**src/common/idcyc_defines.vh**
```
/*
  Opcode patterns, mode codes and clock-count constants for the
  instruction decode and cycle-timing block.
  Assumes inclusion by bare name from the decoder file only.
*/
`ifndef IDCYC_DEFINES_VH
`define IDCYC_DEFINES_VH

`define IDCYC_MODE_REAL      2'h0
`define IDCYC_MODE_VIRT      2'h1
`define IDCYC_MODE_PROT      2'h2

`define IDCYC_OP_ESCAPE      8'h0F
`define IDCYC_OP_SEG_LOAD    8'h8E
`define IDCYC_OP_STORE_ALL   8'h60
`define IDCYC_OP_INT_CLR     8'hFA
`define IDCYC_OP_INT_SET     8'hFB
`define IDCYC_OP_ADJ_MUL     8'hD4
`define IDCYC_OP_ADJ_DIV     8'hD5
`define IDCYC_ADJ_BASE       8'h0A
`define IDCYC_OP_ADD_IMM     6'h20
`define IDCYC_OP_MOVE_IMM_R  4'hB
`define IDCYC_OP_ACC_LOAD    7'h50
`define IDCYC_OP_ACC_STORE   7'h51
`define IDCYC_OP_PUSH_R      5'h0A
`define IDCYC_OP_POP_R       5'h0B
`define IDCYC_OP_IN_FIXED    7'h72
`define IDCYC_OP_GRP3        7'h7B
`define IDCYC_OP_SHIFT1      7'h68
`define IDCYC_OP_SHIFTCL     7'h69
`define IDCYC_OP_SHIFTIMM    7'h60
`define IDCYC_OP2_SIGN_EXT   7'h5F
`define IDCYC_OP2_ZERO_EXT   7'h5B

`define IDCYC_CLK_MOVE_IMM   8'h02
`define IDCYC_CLK_ACC_LOAD   8'h04
`define IDCYC_CLK_ACC_STORE  8'h02
`define IDCYC_CLK_SEG_R      8'h02
`define IDCYC_CLK_SEG_M      8'h05
`define IDCYC_CLK_SEG_PR     8'h16
`define IDCYC_CLK_SEG_PM     8'h17
`define IDCYC_CLK_EXT_R      8'h03
`define IDCYC_CLK_EXT_M      8'h06
`define IDCYC_CLK_PUSH_REAL  8'h02
`define IDCYC_CLK_PUSH_PROT  8'h04
`define IDCYC_CLK_POP        8'h06
`define IDCYC_CLK_ALL_REAL   8'h12
`define IDCYC_CLK_ALL_PROT   8'h22
`define IDCYC_CLK_IN_REAL    8'h0E
`define IDCYC_CLK_IN_VIRT    8'h1B
`define IDCYC_CLK_IN_PRIV    8'h08
`define IDCYC_CLK_IN_UNPRIV  8'h1D
`define IDCYC_CLK_INTF       8'h08
`define IDCYC_CLK_ALU_R      8'h02
`define IDCYC_CLK_ALU_DM     8'h07
`define IDCYC_CLK_ALU_SM     8'h06
`define IDCYC_CLK_MUL_MIN    8'h0C
`define IDCYC_CLK_MUL_MB     8'h0F
`define IDCYC_CLK_MUL_MD     8'h11
`define IDCYC_CLK_DIVU_B     8'h0E
`define IDCYC_CLK_DIVU_W     8'h16
`define IDCYC_CLK_DIVU_D     8'h26
`define IDCYC_CLK_DIVS_B     8'h13
`define IDCYC_CLK_DIVS_W     8'h1B
`define IDCYC_CLK_DIVS_D     8'h2B
`define IDCYC_CLK_DIVU_MB    8'h03
`define IDCYC_CLK_DIVD_MD    8'h05
`define IDCYC_CLK_ADJ_MUL    8'h11
`define IDCYC_CLK_ADJ_DIV    8'h13
`define IDCYC_CLK_SHF_R      8'h03
`define IDCYC_CLK_SHF_M      8'h07
`define IDCYC_CLK_RCY_R      8'h09
`define IDCYC_CLK_RCY_M      8'h0A
`define IDCYC_CLK_EA2        8'h01
`define IDCYC_CLK_MIS_1      8'h02
`define IDCYC_CLK_MIS_2      8'h04
`define IDCYC_CLK_ODD_1      8'h04
`define IDCYC_CLK_ODD_2      8'h08

`define IDCYC_G_NONE         4'h0
`define IDCYC_G_MOVE         4'h1
`define IDCYC_G_SEG          4'h2
`define IDCYC_G_EXTEND       4'h3
`define IDCYC_G_STACK        4'h4
`define IDCYC_G_PORT         4'h5
`define IDCYC_G_FLAG         4'h6
`define IDCYC_G_ARITH        4'h7
`define IDCYC_G_MUL          4'h8
`define IDCYC_G_DIV          4'h9
`define IDCYC_G_ADJUST       4'hA
`define IDCYC_G_SHIFT        4'hB

`endif

```
**src/logic/idcyc_decode.v**
```verilog
/*
  Instruction decode and cycle-count unit: takes the first bytes of an
  instruction from the prefetch side and produces a group code, operand
  attributes and an execution clock budget including address, alignment
  and wait-state penalties.
  Assumes the prefetch side presents up to three bytes with a one-cycle
  strobe, and the execution side samples the results on done.
*/
`timescale 1ns/1ps
`include "idcyc_defines.vh"

module idcyc_decode
(
  clk_sys,
  reset_n,
  clk_en,
  insn_valid,
  insn_byte0,
  insn_byte1,
  insn_byte2,
  op_mode,
  priv_ok,
  ea_two_regs,
  opnd_32,
  opnd_odd,
  opnd_misaligned,
  wait_states,
  data_accesses,
  mult_sig_bits,
  disp_present,
  imm_present,
  byte_count,
  dec_done,
  dec_group,
  dec_subop,
  dec_byte_op,
  dec_reg_is_dest,
  dec_mem_opnd,
  dec_reg_field,
  dec_unknown,
  dec_clocks,
  dec_components
);
  input  wire       clk_sys;
  input  wire       reset_n;
  input  wire       clk_en;
  input  wire       insn_valid;
  input  wire [7:0] insn_byte0;
  input  wire [7:0] insn_byte1;
  input  wire [7:0] insn_byte2;
  input  wire [1:0] op_mode;
  input  wire       priv_ok;
  input  wire       ea_two_regs;
  input  wire       opnd_32;
  input  wire       opnd_odd;
  input  wire       opnd_misaligned;
  input  wire [3:0] wait_states;
  input  wire [1:0] data_accesses;
  input  wire [5:0] mult_sig_bits;
  input  wire       disp_present;
  input  wire       imm_present;
  input  wire [3:0] byte_count;
  output reg        dec_done;
  output reg  [3:0] dec_group;
  output reg  [2:0] dec_subop;
  output reg        dec_byte_op;
  output reg        dec_reg_is_dest;
  output reg        dec_mem_opnd;
  output reg  [2:0] dec_reg_field;
  output reg        dec_unknown;
  output reg  [7:0] dec_clocks;
  output reg  [3:0] dec_components;

  reg  [3:0] grp_d;
  reg  [2:0] sub_d;
  reg        byte_d;
  reg        dest_d;
  reg  [2:0] regf_d;
  reg  [7:0] base_d;
  reg        rmw_d;
  reg        touches_d;
  reg  [7:0] pen_d;
  reg  [3:0] comp_d;

  wire       w_bit  = insn_byte0[0];
  wire [1:0] modf   = insn_byte1[7:6];
  wire [2:0] ttt    = insn_byte1[5:3];
  wire       mem_op = (modf != 2'h3);
  // Mode code 3 is treated as protected
  wire       prot   = op_mode[1];

  // Pick register or memory figure
  function [7:0] pick;
    input       is_mem;
    input [7:0] reg_clk;
    input [7:0] mem_clk;
    begin
      pick = is_mem ? mem_clk : reg_clk;
    end
  endfunction

  // Operand size: byte, 16-bit or 32-bit
  function [1:0] opsize;
    input wbit;
    input is32;
    begin
      opsize = !wbit ? 2'h0 : (is32 ? 2'h2 : 2'h1);
    end
  endfunction

  // Byte-wise low bound plus significant multiplier bits, capped by width
  function [7:0] mul_clk;
    input [1:0] sz;
    input [5:0] bits;
    input       is_mem;
    reg   [7:0] span;
    reg   [7:0] used;
    begin
      span = (sz == 2'h0) ? 8'h05 : ((sz == 2'h1) ? 8'h0D : 8'h1D);
      used = ({2'h0, bits} > span) ? span : {2'h0, bits};
      mul_clk = `IDCYC_CLK_MUL_MIN + used;
      if (is_mem)
      begin
        mul_clk = mul_clk + ((sz == 2'h2) ? (`IDCYC_CLK_MUL_MD - `IDCYC_CLK_MUL_MIN)
                                          : (`IDCYC_CLK_MUL_MB - `IDCYC_CLK_MUL_MIN));
      end
    end
  endfunction

  always @*
  begin
    grp_d     = `IDCYC_G_NONE;
    sub_d     = 3'h0;
    byte_d    = !w_bit;
    dest_d    = insn_byte0[1];
    regf_d    = ttt;
    base_d    = 8'h00;
    rmw_d     = 1'b0;
    touches_d = mem_op;
    if (insn_byte0[7:4] == `IDCYC_OP_MOVE_IMM_R)
    begin
      grp_d     = `IDCYC_G_MOVE;
      byte_d    = !insn_byte0[3];
      regf_d    = insn_byte0[2:0];
      dest_d    = 1'b1;
      touches_d = 1'b0;
      base_d    = `IDCYC_CLK_MOVE_IMM;
    end
    else if (insn_byte0[7:1] == `IDCYC_OP_ACC_LOAD || insn_byte0[7:1] == `IDCYC_OP_ACC_STORE)
    begin
      grp_d     = `IDCYC_G_MOVE;
      sub_d     = {2'h0, insn_byte0[1]};
      dest_d    = !insn_byte0[1];
      regf_d    = 3'h0;
      touches_d = 1'b1;
      base_d    = insn_byte0[1] ? `IDCYC_CLK_ACC_STORE : `IDCYC_CLK_ACC_LOAD;
    end
    else if (insn_byte0 == `IDCYC_OP_SEG_LOAD)
    begin
      grp_d  = `IDCYC_G_SEG;
      byte_d = 1'b0;
      base_d = prot ? pick(mem_op, `IDCYC_CLK_SEG_PR, `IDCYC_CLK_SEG_PM)
                    : pick(mem_op, `IDCYC_CLK_SEG_R, `IDCYC_CLK_SEG_M);
    end
    else if (insn_byte0 == `IDCYC_OP_ESCAPE &&
             (insn_byte1[7:1] == `IDCYC_OP2_SIGN_EXT || insn_byte1[7:1] == `IDCYC_OP2_ZERO_EXT))
    begin
      grp_d     = `IDCYC_G_EXTEND;
      sub_d     = {2'h0, insn_byte1[3]};
      byte_d    = !insn_byte1[0];
      dest_d    = 1'b1;
      regf_d    = insn_byte2[5:3];
      touches_d = (insn_byte2[7:6] != 2'h3);
      base_d    = pick(touches_d, `IDCYC_CLK_EXT_R, `IDCYC_CLK_EXT_M);
    end
    else if (insn_byte0[7:3] == `IDCYC_OP_PUSH_R || insn_byte0[7:3] == `IDCYC_OP_POP_R)
    begin
      grp_d     = `IDCYC_G_STACK;
      sub_d     = {2'h0, insn_byte0[3]};
      byte_d    = 1'b0;
      dest_d    = insn_byte0[3];
      regf_d    = insn_byte0[2:0];
      touches_d = 1'b1;
      if (insn_byte0[3])
        base_d = `IDCYC_CLK_POP;
      else
        base_d = prot ? `IDCYC_CLK_PUSH_PROT : `IDCYC_CLK_PUSH_REAL;
    end
    else if (insn_byte0 == `IDCYC_OP_STORE_ALL)
    begin
      grp_d     = `IDCYC_G_STACK;
      sub_d     = 3'h2;
      byte_d    = 1'b0;
      touches_d = 1'b1;
      base_d    = prot ? `IDCYC_CLK_ALL_PROT : `IDCYC_CLK_ALL_REAL;
    end
    else if (insn_byte0[7:1] == `IDCYC_OP_IN_FIXED)
    begin
      grp_d     = `IDCYC_G_PORT;
      dest_d    = 1'b1;
      regf_d    = 3'h0;
      touches_d = 1'b1;
      case (op_mode)
        `IDCYC_MODE_REAL: base_d = `IDCYC_CLK_IN_REAL;
        `IDCYC_MODE_VIRT: base_d = `IDCYC_CLK_IN_VIRT;
        default:          base_d = priv_ok ? `IDCYC_CLK_IN_PRIV : `IDCYC_CLK_IN_UNPRIV;
      endcase
    end
    else if (insn_byte0 == `IDCYC_OP_INT_CLR || insn_byte0 == `IDCYC_OP_INT_SET)
    begin
      grp_d     = `IDCYC_G_FLAG;
      sub_d     = {2'h0, insn_byte0[0]};
      touches_d = 1'b0;
      base_d    = `IDCYC_CLK_INTF;
    end
    else if (insn_byte0[7:2] == `IDCYC_OP_ADD_IMM &&
             (ttt == 3'h0 || ttt == 3'h2 || ttt == 3'h3 || ttt == 3'h5 || ttt == 3'h7))
    begin
      grp_d  = `IDCYC_G_ARITH;
      sub_d  = ttt;
      dest_d = 1'b0;
      rmw_d  = mem_op && (ttt != 3'h7);
      // Compare never writes back, so its memory form is cheaper
      base_d = pick(mem_op, `IDCYC_CLK_ALU_R, (ttt == 3'h7) ? `IDCYC_CLK_ALU_SM - 8'h01 : `IDCYC_CLK_ALU_DM);
    end
    else if (insn_byte0[7:6] == 2'h0 && insn_byte0[2] == 1'b0 &&
             (insn_byte0[5:3] == 3'h0 || insn_byte0[5:3] == 3'h3 || insn_byte0[5:3] == 3'h5))
    begin
      grp_d  = `IDCYC_G_ARITH;
      sub_d  = insn_byte0[5:3];
      rmw_d  = mem_op && !insn_byte0[1];
      base_d = !mem_op ? `IDCYC_CLK_ALU_R
             : (insn_byte0[1] ? `IDCYC_CLK_ALU_SM : `IDCYC_CLK_ALU_DM);
    end
    else if (insn_byte0[7:1] == `IDCYC_OP_GRP3 && ttt[2] && ttt != 3'h5)
    begin
      dest_d = 1'b1;
      regf_d = 3'h0;
      sub_d  = ttt;
      if (ttt == 3'h4)
      begin
        grp_d  = `IDCYC_G_MUL;
        base_d = mul_clk(opsize(w_bit, opnd_32), mult_sig_bits, mem_op);
      end
      else
      begin
        grp_d = `IDCYC_G_DIV;
        case (opsize(w_bit, opnd_32))
          2'h0:    base_d = ttt[0] ? `IDCYC_CLK_DIVS_B : `IDCYC_CLK_DIVU_B;
          2'h1:    base_d = ttt[0] ? `IDCYC_CLK_DIVS_W : `IDCYC_CLK_DIVU_W;
          default: base_d = ttt[0] ? `IDCYC_CLK_DIVS_D : `IDCYC_CLK_DIVU_D;
        endcase
        if (mem_op)
          base_d = base_d + ((opsize(w_bit, opnd_32) == 2'h2) ? `IDCYC_CLK_DIVD_MD : `IDCYC_CLK_DIVU_MB);
      end
    end
    else if ((insn_byte0 == `IDCYC_OP_ADJ_MUL || insn_byte0 == `IDCYC_OP_ADJ_DIV) &&
             insn_byte1 == `IDCYC_ADJ_BASE)
    begin
      grp_d     = `IDCYC_G_ADJUST;
      sub_d     = {2'h0, insn_byte0[0]};
      touches_d = 1'b0;
      base_d    = insn_byte0[0] ? `IDCYC_CLK_ADJ_DIV : `IDCYC_CLK_ADJ_MUL;
    end
    else if ((insn_byte0[7:1] == `IDCYC_OP_SHIFT1 || insn_byte0[7:1] == `IDCYC_OP_SHIFTCL ||
              insn_byte0[7:1] == `IDCYC_OP_SHIFTIMM) && ttt != 3'h6)
    begin
      grp_d  = `IDCYC_G_SHIFT;
      sub_d  = ttt;
      dest_d = 1'b0;
      rmw_d  = mem_op;
      if (ttt == 3'h2 || ttt == 3'h3)
        base_d = pick(mem_op, `IDCYC_CLK_RCY_R, `IDCYC_CLK_RCY_M);
      else
        base_d = pick(mem_op, `IDCYC_CLK_SHF_R, `IDCYC_CLK_SHF_M);
    end
    if (grp_d == `IDCYC_G_NONE)
      touches_d = 1'b0;
  end

  // Wait states add for every decoded group; address and alignment penalties only apply when the operand really lives in memory
  always @*
  begin
    pen_d = {4'h0, wait_states} * {6'h00, data_accesses};
    if (touches_d && ea_two_regs)
      pen_d = pen_d + `IDCYC_CLK_EA2;
    if (touches_d && opnd_32 && opnd_odd && !byte_d)
      pen_d = pen_d + (rmw_d ? `IDCYC_CLK_ODD_2 : `IDCYC_CLK_ODD_1);
    else if (touches_d && !byte_d && ((opnd_32 && !opnd_odd) || opnd_misaligned))
      pen_d = pen_d + (rmw_d ? `IDCYC_CLK_MIS_2 : `IDCYC_CLK_MIS_1);
    comp_d = byte_count + {3'h0, disp_present} + {3'h0, imm_present};
  end

  always @(posedge clk_sys)
  begin
    if (!reset_n)
    begin
      dec_done        <= 1'b0;
      dec_group       <= `IDCYC_G_NONE;
      dec_subop       <= 3'h0;
      dec_byte_op     <= 1'b0;
      dec_reg_is_dest <= 1'b0;
      dec_mem_opnd    <= 1'b0;
      dec_reg_field   <= 3'h0;
      dec_unknown     <= 1'b0;
      dec_clocks      <= 8'h00;
      dec_components  <= 4'h0;
    end
    else if (clk_en)
    begin
      dec_done <= insn_valid;
      if (insn_valid)
      begin
        dec_group       <= grp_d;
        dec_subop       <= sub_d;
        dec_byte_op     <= byte_d;
        dec_reg_is_dest <= dest_d;
        dec_mem_opnd    <= touches_d;
        dec_reg_field   <= regf_d;
        dec_unknown     <= (grp_d == `IDCYC_G_NONE);
        dec_clocks      <= (grp_d == `IDCYC_G_NONE) ? 8'h00 : base_d + pen_d;
        dec_components  <= comp_d;
      end
    end
  end
endmodule

```
**config.mk**
```make
export PLATFORM = sky130hd
export DESIGN_NAME = idcyc_decode
export DESIGN_NICKNAME = d
export VERILOG_FILES = /design/src/logic/idcyc_decode.v
export VERILOG_INCLUDE_DIRS = /design/src /design/src/common
export SDC_FILE = /design/constraint.sdc
export NUM_CORES = 1
export LEC_CHECK = 0
export ABC_CLOCK_PERIOD_IN_PS = 6390
export BUFFER_PORTS_ARGS = -buffer_cell sky130_fd_sc_hd__buf_4
export CAP_MARGIN = 20
export CORE_MARGIN = 2
export CORE_UTILIZATION = 50
export DETAILED_ROUTE_END_ITERATION = 16
export GPL_ROUTABILITY_DRIVEN = 0
export PLACE_DENSITY_LB_ADDON = 0.1
export SETUP_SLACK_MARGIN = 0.02
export SLEW_MARGIN = 30
export SYNTH_ARGS = -nofsm -noshare
export SYNTH_HDL_FRONTEND = slang
export SYNTH_SLANG_ARGS = --single-unit
```
**constraint.sdc**
```tcl
create_clock -name clk_sys -period 6.39 [get_ports clk_sys]
set_clock_uncertainty 0.1 [all_clocks]
set_input_delay 1.278 -clock clk_sys [delete_from_list [all_inputs] [get_ports clk_sys]]
set_output_delay 1.278 -clock clk_sys [all_outputs]
set_load 0.05 [all_outputs]
```
==> results.ini, run 1 <==
[status]
outcome = completed

[synthesis]
synth_nets = 552
syn_avg_cell_area_um2 = 7.38
synthCells = 468
ys_ff_latch = 27
synth-main-ff-cell = dfxtp_1
async_flop_share_pct = 0
synth_edf_count = 0
yosysWarnings = 0
ys_types = 68
ys_seq_area_share_pct = 15.6
syn_area_um2 = 3450

[timing]
timing.final.crit_share_pct = 93.4
max_slew_margin_pct = 53.4
min_period_ns = 5.97
fmax_mhz = 168
drv_slew = 0
rsz0062_at_grt = no
final-setup-viol-count = 0
tns_ns = 0
worst_pin_slew_ns = 0.693
setup_slack_ns = 0.421
hold_violations = 0

[clocking]
post_cts_resized = 0
cts_setup_buffers = 0
cts.root.buffer_cell = clkbuf_8
cts_hold_buf = 0
cts_sinks = 27
path_clk_slew_ns = 0.09
clk_path_buf_depth = 2
htreeDepth = 1
tritoncts = built
clock_latency_ns = 0.27
cts_made_buffers = 3

[floorplanning]
core_area_um2 = 6760
dieHeight_um = 87.1
die-area_um2 = 7590
die-width_um = 87.1
io_pins = 80
fp-row-count = 30
initial_core_util_pct = 51.1

[placed_design]
dpl.cell_count = 626
place_ws_ns = 0.0730
dp_hpwl_um = 7750
io_buffers = 76
placed_area_um2 = 4240

[worst_setup_path]
worst-path-buf-inv = 4
critPathRequiredTime_ns = 6.45
crit_arrival_ns = 6.03
end_kind = register
r2r_start = dec_subop[2]
critical_path.cell_chain = buf_4 -> or4b_1 -> nor4_2 -> o311ai_1 -> a2111oi_2 -> buf_4 -> nor3_4 -> and3_1 -> xnor2_1 -> inv_1 -> ha_1 -> fa_1 -> nand3_1 -> o21ai_0 -> or4_1 -> o21a_1 -> ha_1 -> inv_1 -> o21bai_1 -> a21oi_1 -> nor2b_1 -> o21a_1 -> o21ai_0 -> a21boi_0
crit_path_start_kind = input pin
max_stage_delay_ns = 0.57
crit_fanout = 3
critical_path_class = input pin to register
critPathSlowestCell = or4b_1
rr_endpoint = dec_subop[2]
r2r_slack_ns = 5.56
worstRegToRegCells = 2
cp_top_family = simple AND/OR/NAND/NOR gates

[cells_and_area]
fin_util_pct = 63.6
regArea_um2 = 541
fillers = 637
multi_input_area_um2 = 2730
final_area_um2 = 4300
num-nets-final = 635
drive_gt1_share_pct = 23.8
final_cells = 630
n_antenna_cell = 0
syn_to_final_growth_pct = 24.4

[global_route]
grt_pass1_wl_um = 16300
grt_use_total_pct = 26.1
grt_start_max_net_pins = 32
grt_pass1_vias = 3535
gr-total-overflow = 0
antenna_found_initial = 0

[min_path]
hold_class = register to register
hold_path_end = dec_unknown
min_from = dec_unknown
hold-path-cell-count = 2

[route]
via_per_inst = 6.17
first_pass_iters = 5
drt_iter0_markers = 206
drc_errors = 0
antenna_left = 0
wl_um = 9830
wl_per_cell_um = 15.6
vias = 3886

[power_and_ir_drop]
vdd_ir_drop_max_uv = 85.1
power_density_nw_per_um2 = 126
p_leak_nw = 1.94

[job]
cap_violations = 0

## state kept, by name (all words and copies together) (netlist names)
register	cells
dec_reg_field	3
dec_clocks	8
dec_components	4
dec_reg_is_dest	1
dec_done	1
dec_unknown	1
dec_group	4
dec_mem_opnd	1
dec_subop	3
dec_byte_op	1
## how the worst max path moves through the flow
stage,from,endpoint,slack (ns),depth (start not counted)
after floorplan,insn_byte0[0],dec_clocks[7],0.27,24
after global routing,insn_byte1[2],dec_clocks[6],0.05,25
final,insn_byte1[2],dec_clocks[7],0.42,24
after detailed placement,insn_byte1[2],dec_clocks[7],0.07,24
after CTS,insn_byte1[2],dec_clocks[7],0.35,24
after global placement,insn_byte1[2],dec_clocks[6],0.06,25
## final cells by class
cell class / count / area share (%)
inverter: 23 / 2.01
sequential: 27 / 12.6
tap: 80 / 2.33
clock buffer: 3 / 0.961
multi-input combinational: 390 / 63.4
timing repair buffer: 106 / 18.5
clock inverter: 1 / 0.175
## synth_stat cells, types with 3 or more instances
master / number / share of area, %
xnor2_1: 20 / 5.1
o211a_1: 4 / 1.2
buf_2: 3 / 0.43
or3_1: 4 / 0.72
nand2_1: 39 / 4.2
a21boi_0: 6 / 1.3
dfxtp_1: 27 / 16
nand2b_1: 10 / 1.8
nor3_1: 15 / 2.2
a31o_2: 3 / 0.76
and3_1: 7 / 1.3
nor2_1: 35 / 3.8
o21ai_0: 32 / 4.6
a211oi_1: 5 / 1.1
nand3_1: 11 / 1.6
mux2_2: 5 / 1.6
nor2b_1: 11 / 2.0
o21a_1: 5 / 1.1
o2111ai_1: 3 / 0.76
a311oi_1: 3 / 0.76
or4b_1: 5 / 1.4
nor4_1: 3 / 0.54
nand4_1: 5 / 0.91
o221ai_1: 5 / 1.3
nor4b_1: 3 / 0.76
a221oi_1: 3 / 0.76
a31oi_1: 8 / 1.4
mux2i_1: 4 / 1.2
nand3b_1: 5 / 1.1
clkbuf_1: 24 / 2.6
a21o_1: 6 / 1.3
and4b_1: 3 / 0.87
and2_1: 13 / 2.4
fa_1: 6 / 3.5
ha_1: 25 / 9.1
a21oi_1: 38 / 5.5
inv_1: 23 / 2.5
## cell usage in the layout, fill, tap and decap left out, types with 4 or more instances in the layout
master    count
o211a_1       4
o21ai_0      32
dfxtp_1      27
nand3_1      11
nand2b_1     10
nor2_1       35
buf_4       106
fa_1          6
mux2i_1       4
nand2_1      39
or4b_1        5
nor2b_1      11
and2_1       12
a21boi_0      6
and3_1        7
a21oi_1      38
o21a_1        5
nand3b_1      5
nor3_1       15
ha_1         25
xnor2_1      20
nand4_1       5
inv_1        23
a31oi_1       8
o221ai_1      5
or3_1         4
a211oi_1      5
a21o_1        6
mux2_2        5
## power breakdown
group	switching (mW)	total (mW)	internal, mW	leakage (nW)
combinational	0.148	0.263	0.115	1.69
sequential	0.00418	0.181	0.176	0.221
clock	0.0551	0.0995	0.0443	0.0217
total	0.208	0.543	0.336	1.94
## logic make-up (layout without fill, tap and decap cells)
| kind of cell | count (synthesis) | after routing | share of synthesized area [%] |
|---|---|---|---|
| AND/OR/NAND/NOR | 185 | 185 | 30.5 |
| adder cells (fa/ha/maj) | 31 | 31 | 12.5 |
| flip-flops | 27 | 27 | 15.6 |
| AO/OA/AOI/OAI | 142 | 142 | 27.2 |
| other | 1 | 1 | 0.109 |
| buffers and inverters | 51 | 133 | 5.65 |
| XOR/XNOR | 22 | 22 | 5.58 |
| multiplexers | 9 | 9 | 2.79 |
## worst reg2reg max path, stage by stage (launching register included)
cell and delay [ns]:
dfxtp_1 0.35, nor2_1 0.06, a311oi_1 0.24
## per-stage QoR
stage,power (mW),hold slack [ns]
after floorplan,0.356,0.579
after global placement,0.441,0.354
after detailed placement,0.448,0.357
after CTS,0.545,0.370
after global routing,0.581,0.388
final,0.543,0.368
## per-layer routing
| layer | GRT usage, % | wire length (um) | up-vias |
|---|---|---|---|
| li1 | - | - | 1886 |
| met1 | 33.9 | 4120 | 1806 |
| met2 | 44.9 | 4820 | 172 |
| met3 | 4.08 | 730 | 22 |
| met4 | 7.41 | 157 | 0 |
| met5 | 0 | 0 | - |
(Power assumes the default switching activity.)
==> run 2, diff against run 1 <==
- ABC_CLOCK_PERIOD_IN_PS: 6390 -> 6300
- CORE_UTILIZATION: 50 -> 53
- CTS_BUF_LIST: default -> sky130_fd_sc_hd__clkbuf_4 sky130_fd_sc_hd__clkbuf_8
- clock period: 6.39 -> 6.3 ns (I/O delays scaled with it)
==> run 2 against run 1 <==
Against the previous run:
- sequential share of layout area about the same
- clock power about the same
- cell area down 0.29%
- non-clock buffer count fell by 2
- critical endpoint unchanged
==> results.ini, run 2 (synthesis gave the netlist of run 1 again) <==
[clocking]
clk_path_buf_depth = 2
tritoncts = built
cts_hold_buf = 0
cts.root.buffer_cell = clkbuf_8
cts_setup_buffers = 0
path_clk_slew_ns = 0.08
cts_made_buffers = 3
htreeDepth = 1
cts_sinks = 27
clock_latency_ns = 0.27

[worst_setup_path]
crit_start = insn_byte1[2]
critical_path_class = input pin to register
crit_arrival_ns = 5.99
end_kind = register
rr_endpoint = dec_subop[2]
r2r_start = dec_subop[2]
worstRegToRegCells = 2
setup.worst_path.end = dec_clocks[7]
crit_path_start_kind = input pin
r2r_slack_ns = 5.47
crit_fanout = 3
critPathRequiredTime_ns = 6.36

[power_and_ir_drop]
p_clk_share_pct = 18.2
seqPwrFrac_pct = 33.3
p_int_mw = 0.344
vdd_ir_drop_max_uv = 147
p_comb_share_pct = 48.5
p_leak_nw = 1.94
switching_power_mw = 0.206
power_density_nw_per_um2 = 128
p_sw_share_pct = 37.4

[placed_design]
placed_area_um2 = 4220
io_buffers = 76
dp_hpwl_um = 7730
dpl.cell_count = 621
place_ws_ns = -0.0912

[global_route]
antenna_found_initial = 0
grt_use_total_pct = 27.0
grt_pass1_wl_um = 16200
grt_start_max_net_pins = 32
grt_pass1_vias = 3646
gr-total-overflow = 0

[timing]
hold_violations = 0
worst_pin_slew_ns = 0.926
max_slew_margin_pct = 38.2
tns_ns = 0
timing.final.crit_share_pct = 94.2
min_period_ns = 5.93
final-setup-viol-count = 0
setup_slack_ns = 0.368
fmax_mhz = 169
rsz0062_at_grt = no
drv_slew = 0

[route]
vias = 3838
wl_per_cell_um = 15.6
wl_um = 9730
antenna_left = 0
drt_iter0_markers = 295
first_pass_iters = 4
drc_errors = 0
via_per_inst = 6.14

[job]
cap_violations = 0

[floorplanning]
die-width_um = 84.7
dieHeight_um = 84.7
fp-row-count = 29
io_pins = 80
core_area_um2 = 6310
initial_core_util_pct = 54.7
die-area_um2 = 7180

[cells_and_area]
layout_common_cells = buf_4 (104), nand2_1 (39), a21oi_1 (38)
top_regs = dec_clocks (8), dec_components (4), dec_group (4)
final_common_cell = buf_4
final_cells = 625
final_area_um2 = 4290
fin_util_pct = 67.9
n_antenna_cell = 0
largest_reg_flops = 8
largest_register = dec_clocks
syn_to_final_growth_pct = 24.0
num-nets-final = 633
drive_gt1_share_pct = 23.5

[status]
outcome = completed

[min_path]
hold_class = register to register

-- run 2: worst min-delay path by stage --
stage,from,endpoint,slack (ns),cells after the start
final,dec_clocks[7],dec_clocks[7],0.37,2
after global routing,dec_done,dec_done,0.40,2
after CTS,dec_clocks[7],dec_clocks[7],0.38,2
after detailed placement,dec_clocks[7],dec_clocks[7],0.36,2
after global placement,dec_components[1],dec_components[1],0.35,2
after floorplan,dec_subop[0],dec_subop[0],0.58,2
-- run 2: routing by layer --
metal	vias up	track usage (%)	wire, um
met1	1767	33.5	4080
met4	0	10.2	290
met3	32	4.42	639
li1	1878	-	-
met5	-	0	0
met2	161	46.7	4720
-- run 2: area by class of cell --
class	count	area [um2]
clock buffer	4	48.8
fill	600	2030
inverter	23	86.3
multi-input combinational	390	2730
sequential	27	541
tap	77	96.3
timing repair buffer	104	781
-- run 2: metrics by stage --
step / total power [mW] / hold WS [ns]
final: 0.549 / 0.370
after global routing: 0.590 / 0.401
after CTS: 0.551 / 0.376
after detailed placement: 0.451 / 0.364
after global placement: 0.444 / 0.354
after floorplan: 0.361 / 0.579
-- run 2: worst max-delay path, cell delays in order --
cell and delay (ns):
buf_4 0.11, or4b_1 0.57, nor4_2 0.33, o311ai_1 0.16
a2111oi_2 0.36, buf_4 0.20, nor3_4 0.05, nand2_2 0.10
mux2_2 0.34, ha_1 0.20, inv_1 0.07, fa_1 0.42
mux2_2 0.27, nand2_1 0.07, a21oi_1 0.05, a21oi_1 0.15
ha_1 0.28, a21oi_1 0.22, o21bai_1 0.10, a21oi_1 0.20
nor2b_1 0.07, o21a_1 0.16, o21ai_0 0.14, a21boi_0 0.10
-- run 2: power groups by stage --
stage               registers, mW  clock network, mW  logic, mW
finish                      0.183              0.100      0.266
global route                0.184              0.112      0.293
CTS                         0.183              0.103      0.265
detailed placement          0.187                  0      0.264
global placement            0.187                  0      0.257
floorplan                   0.215                  0      0.146
-- run 2: timing repair --
action | CTS | global route
resized for setup | 0 | 2
hold endpoints to repair | 0 | 0
endpoints found under the setup margin | 0 | 4
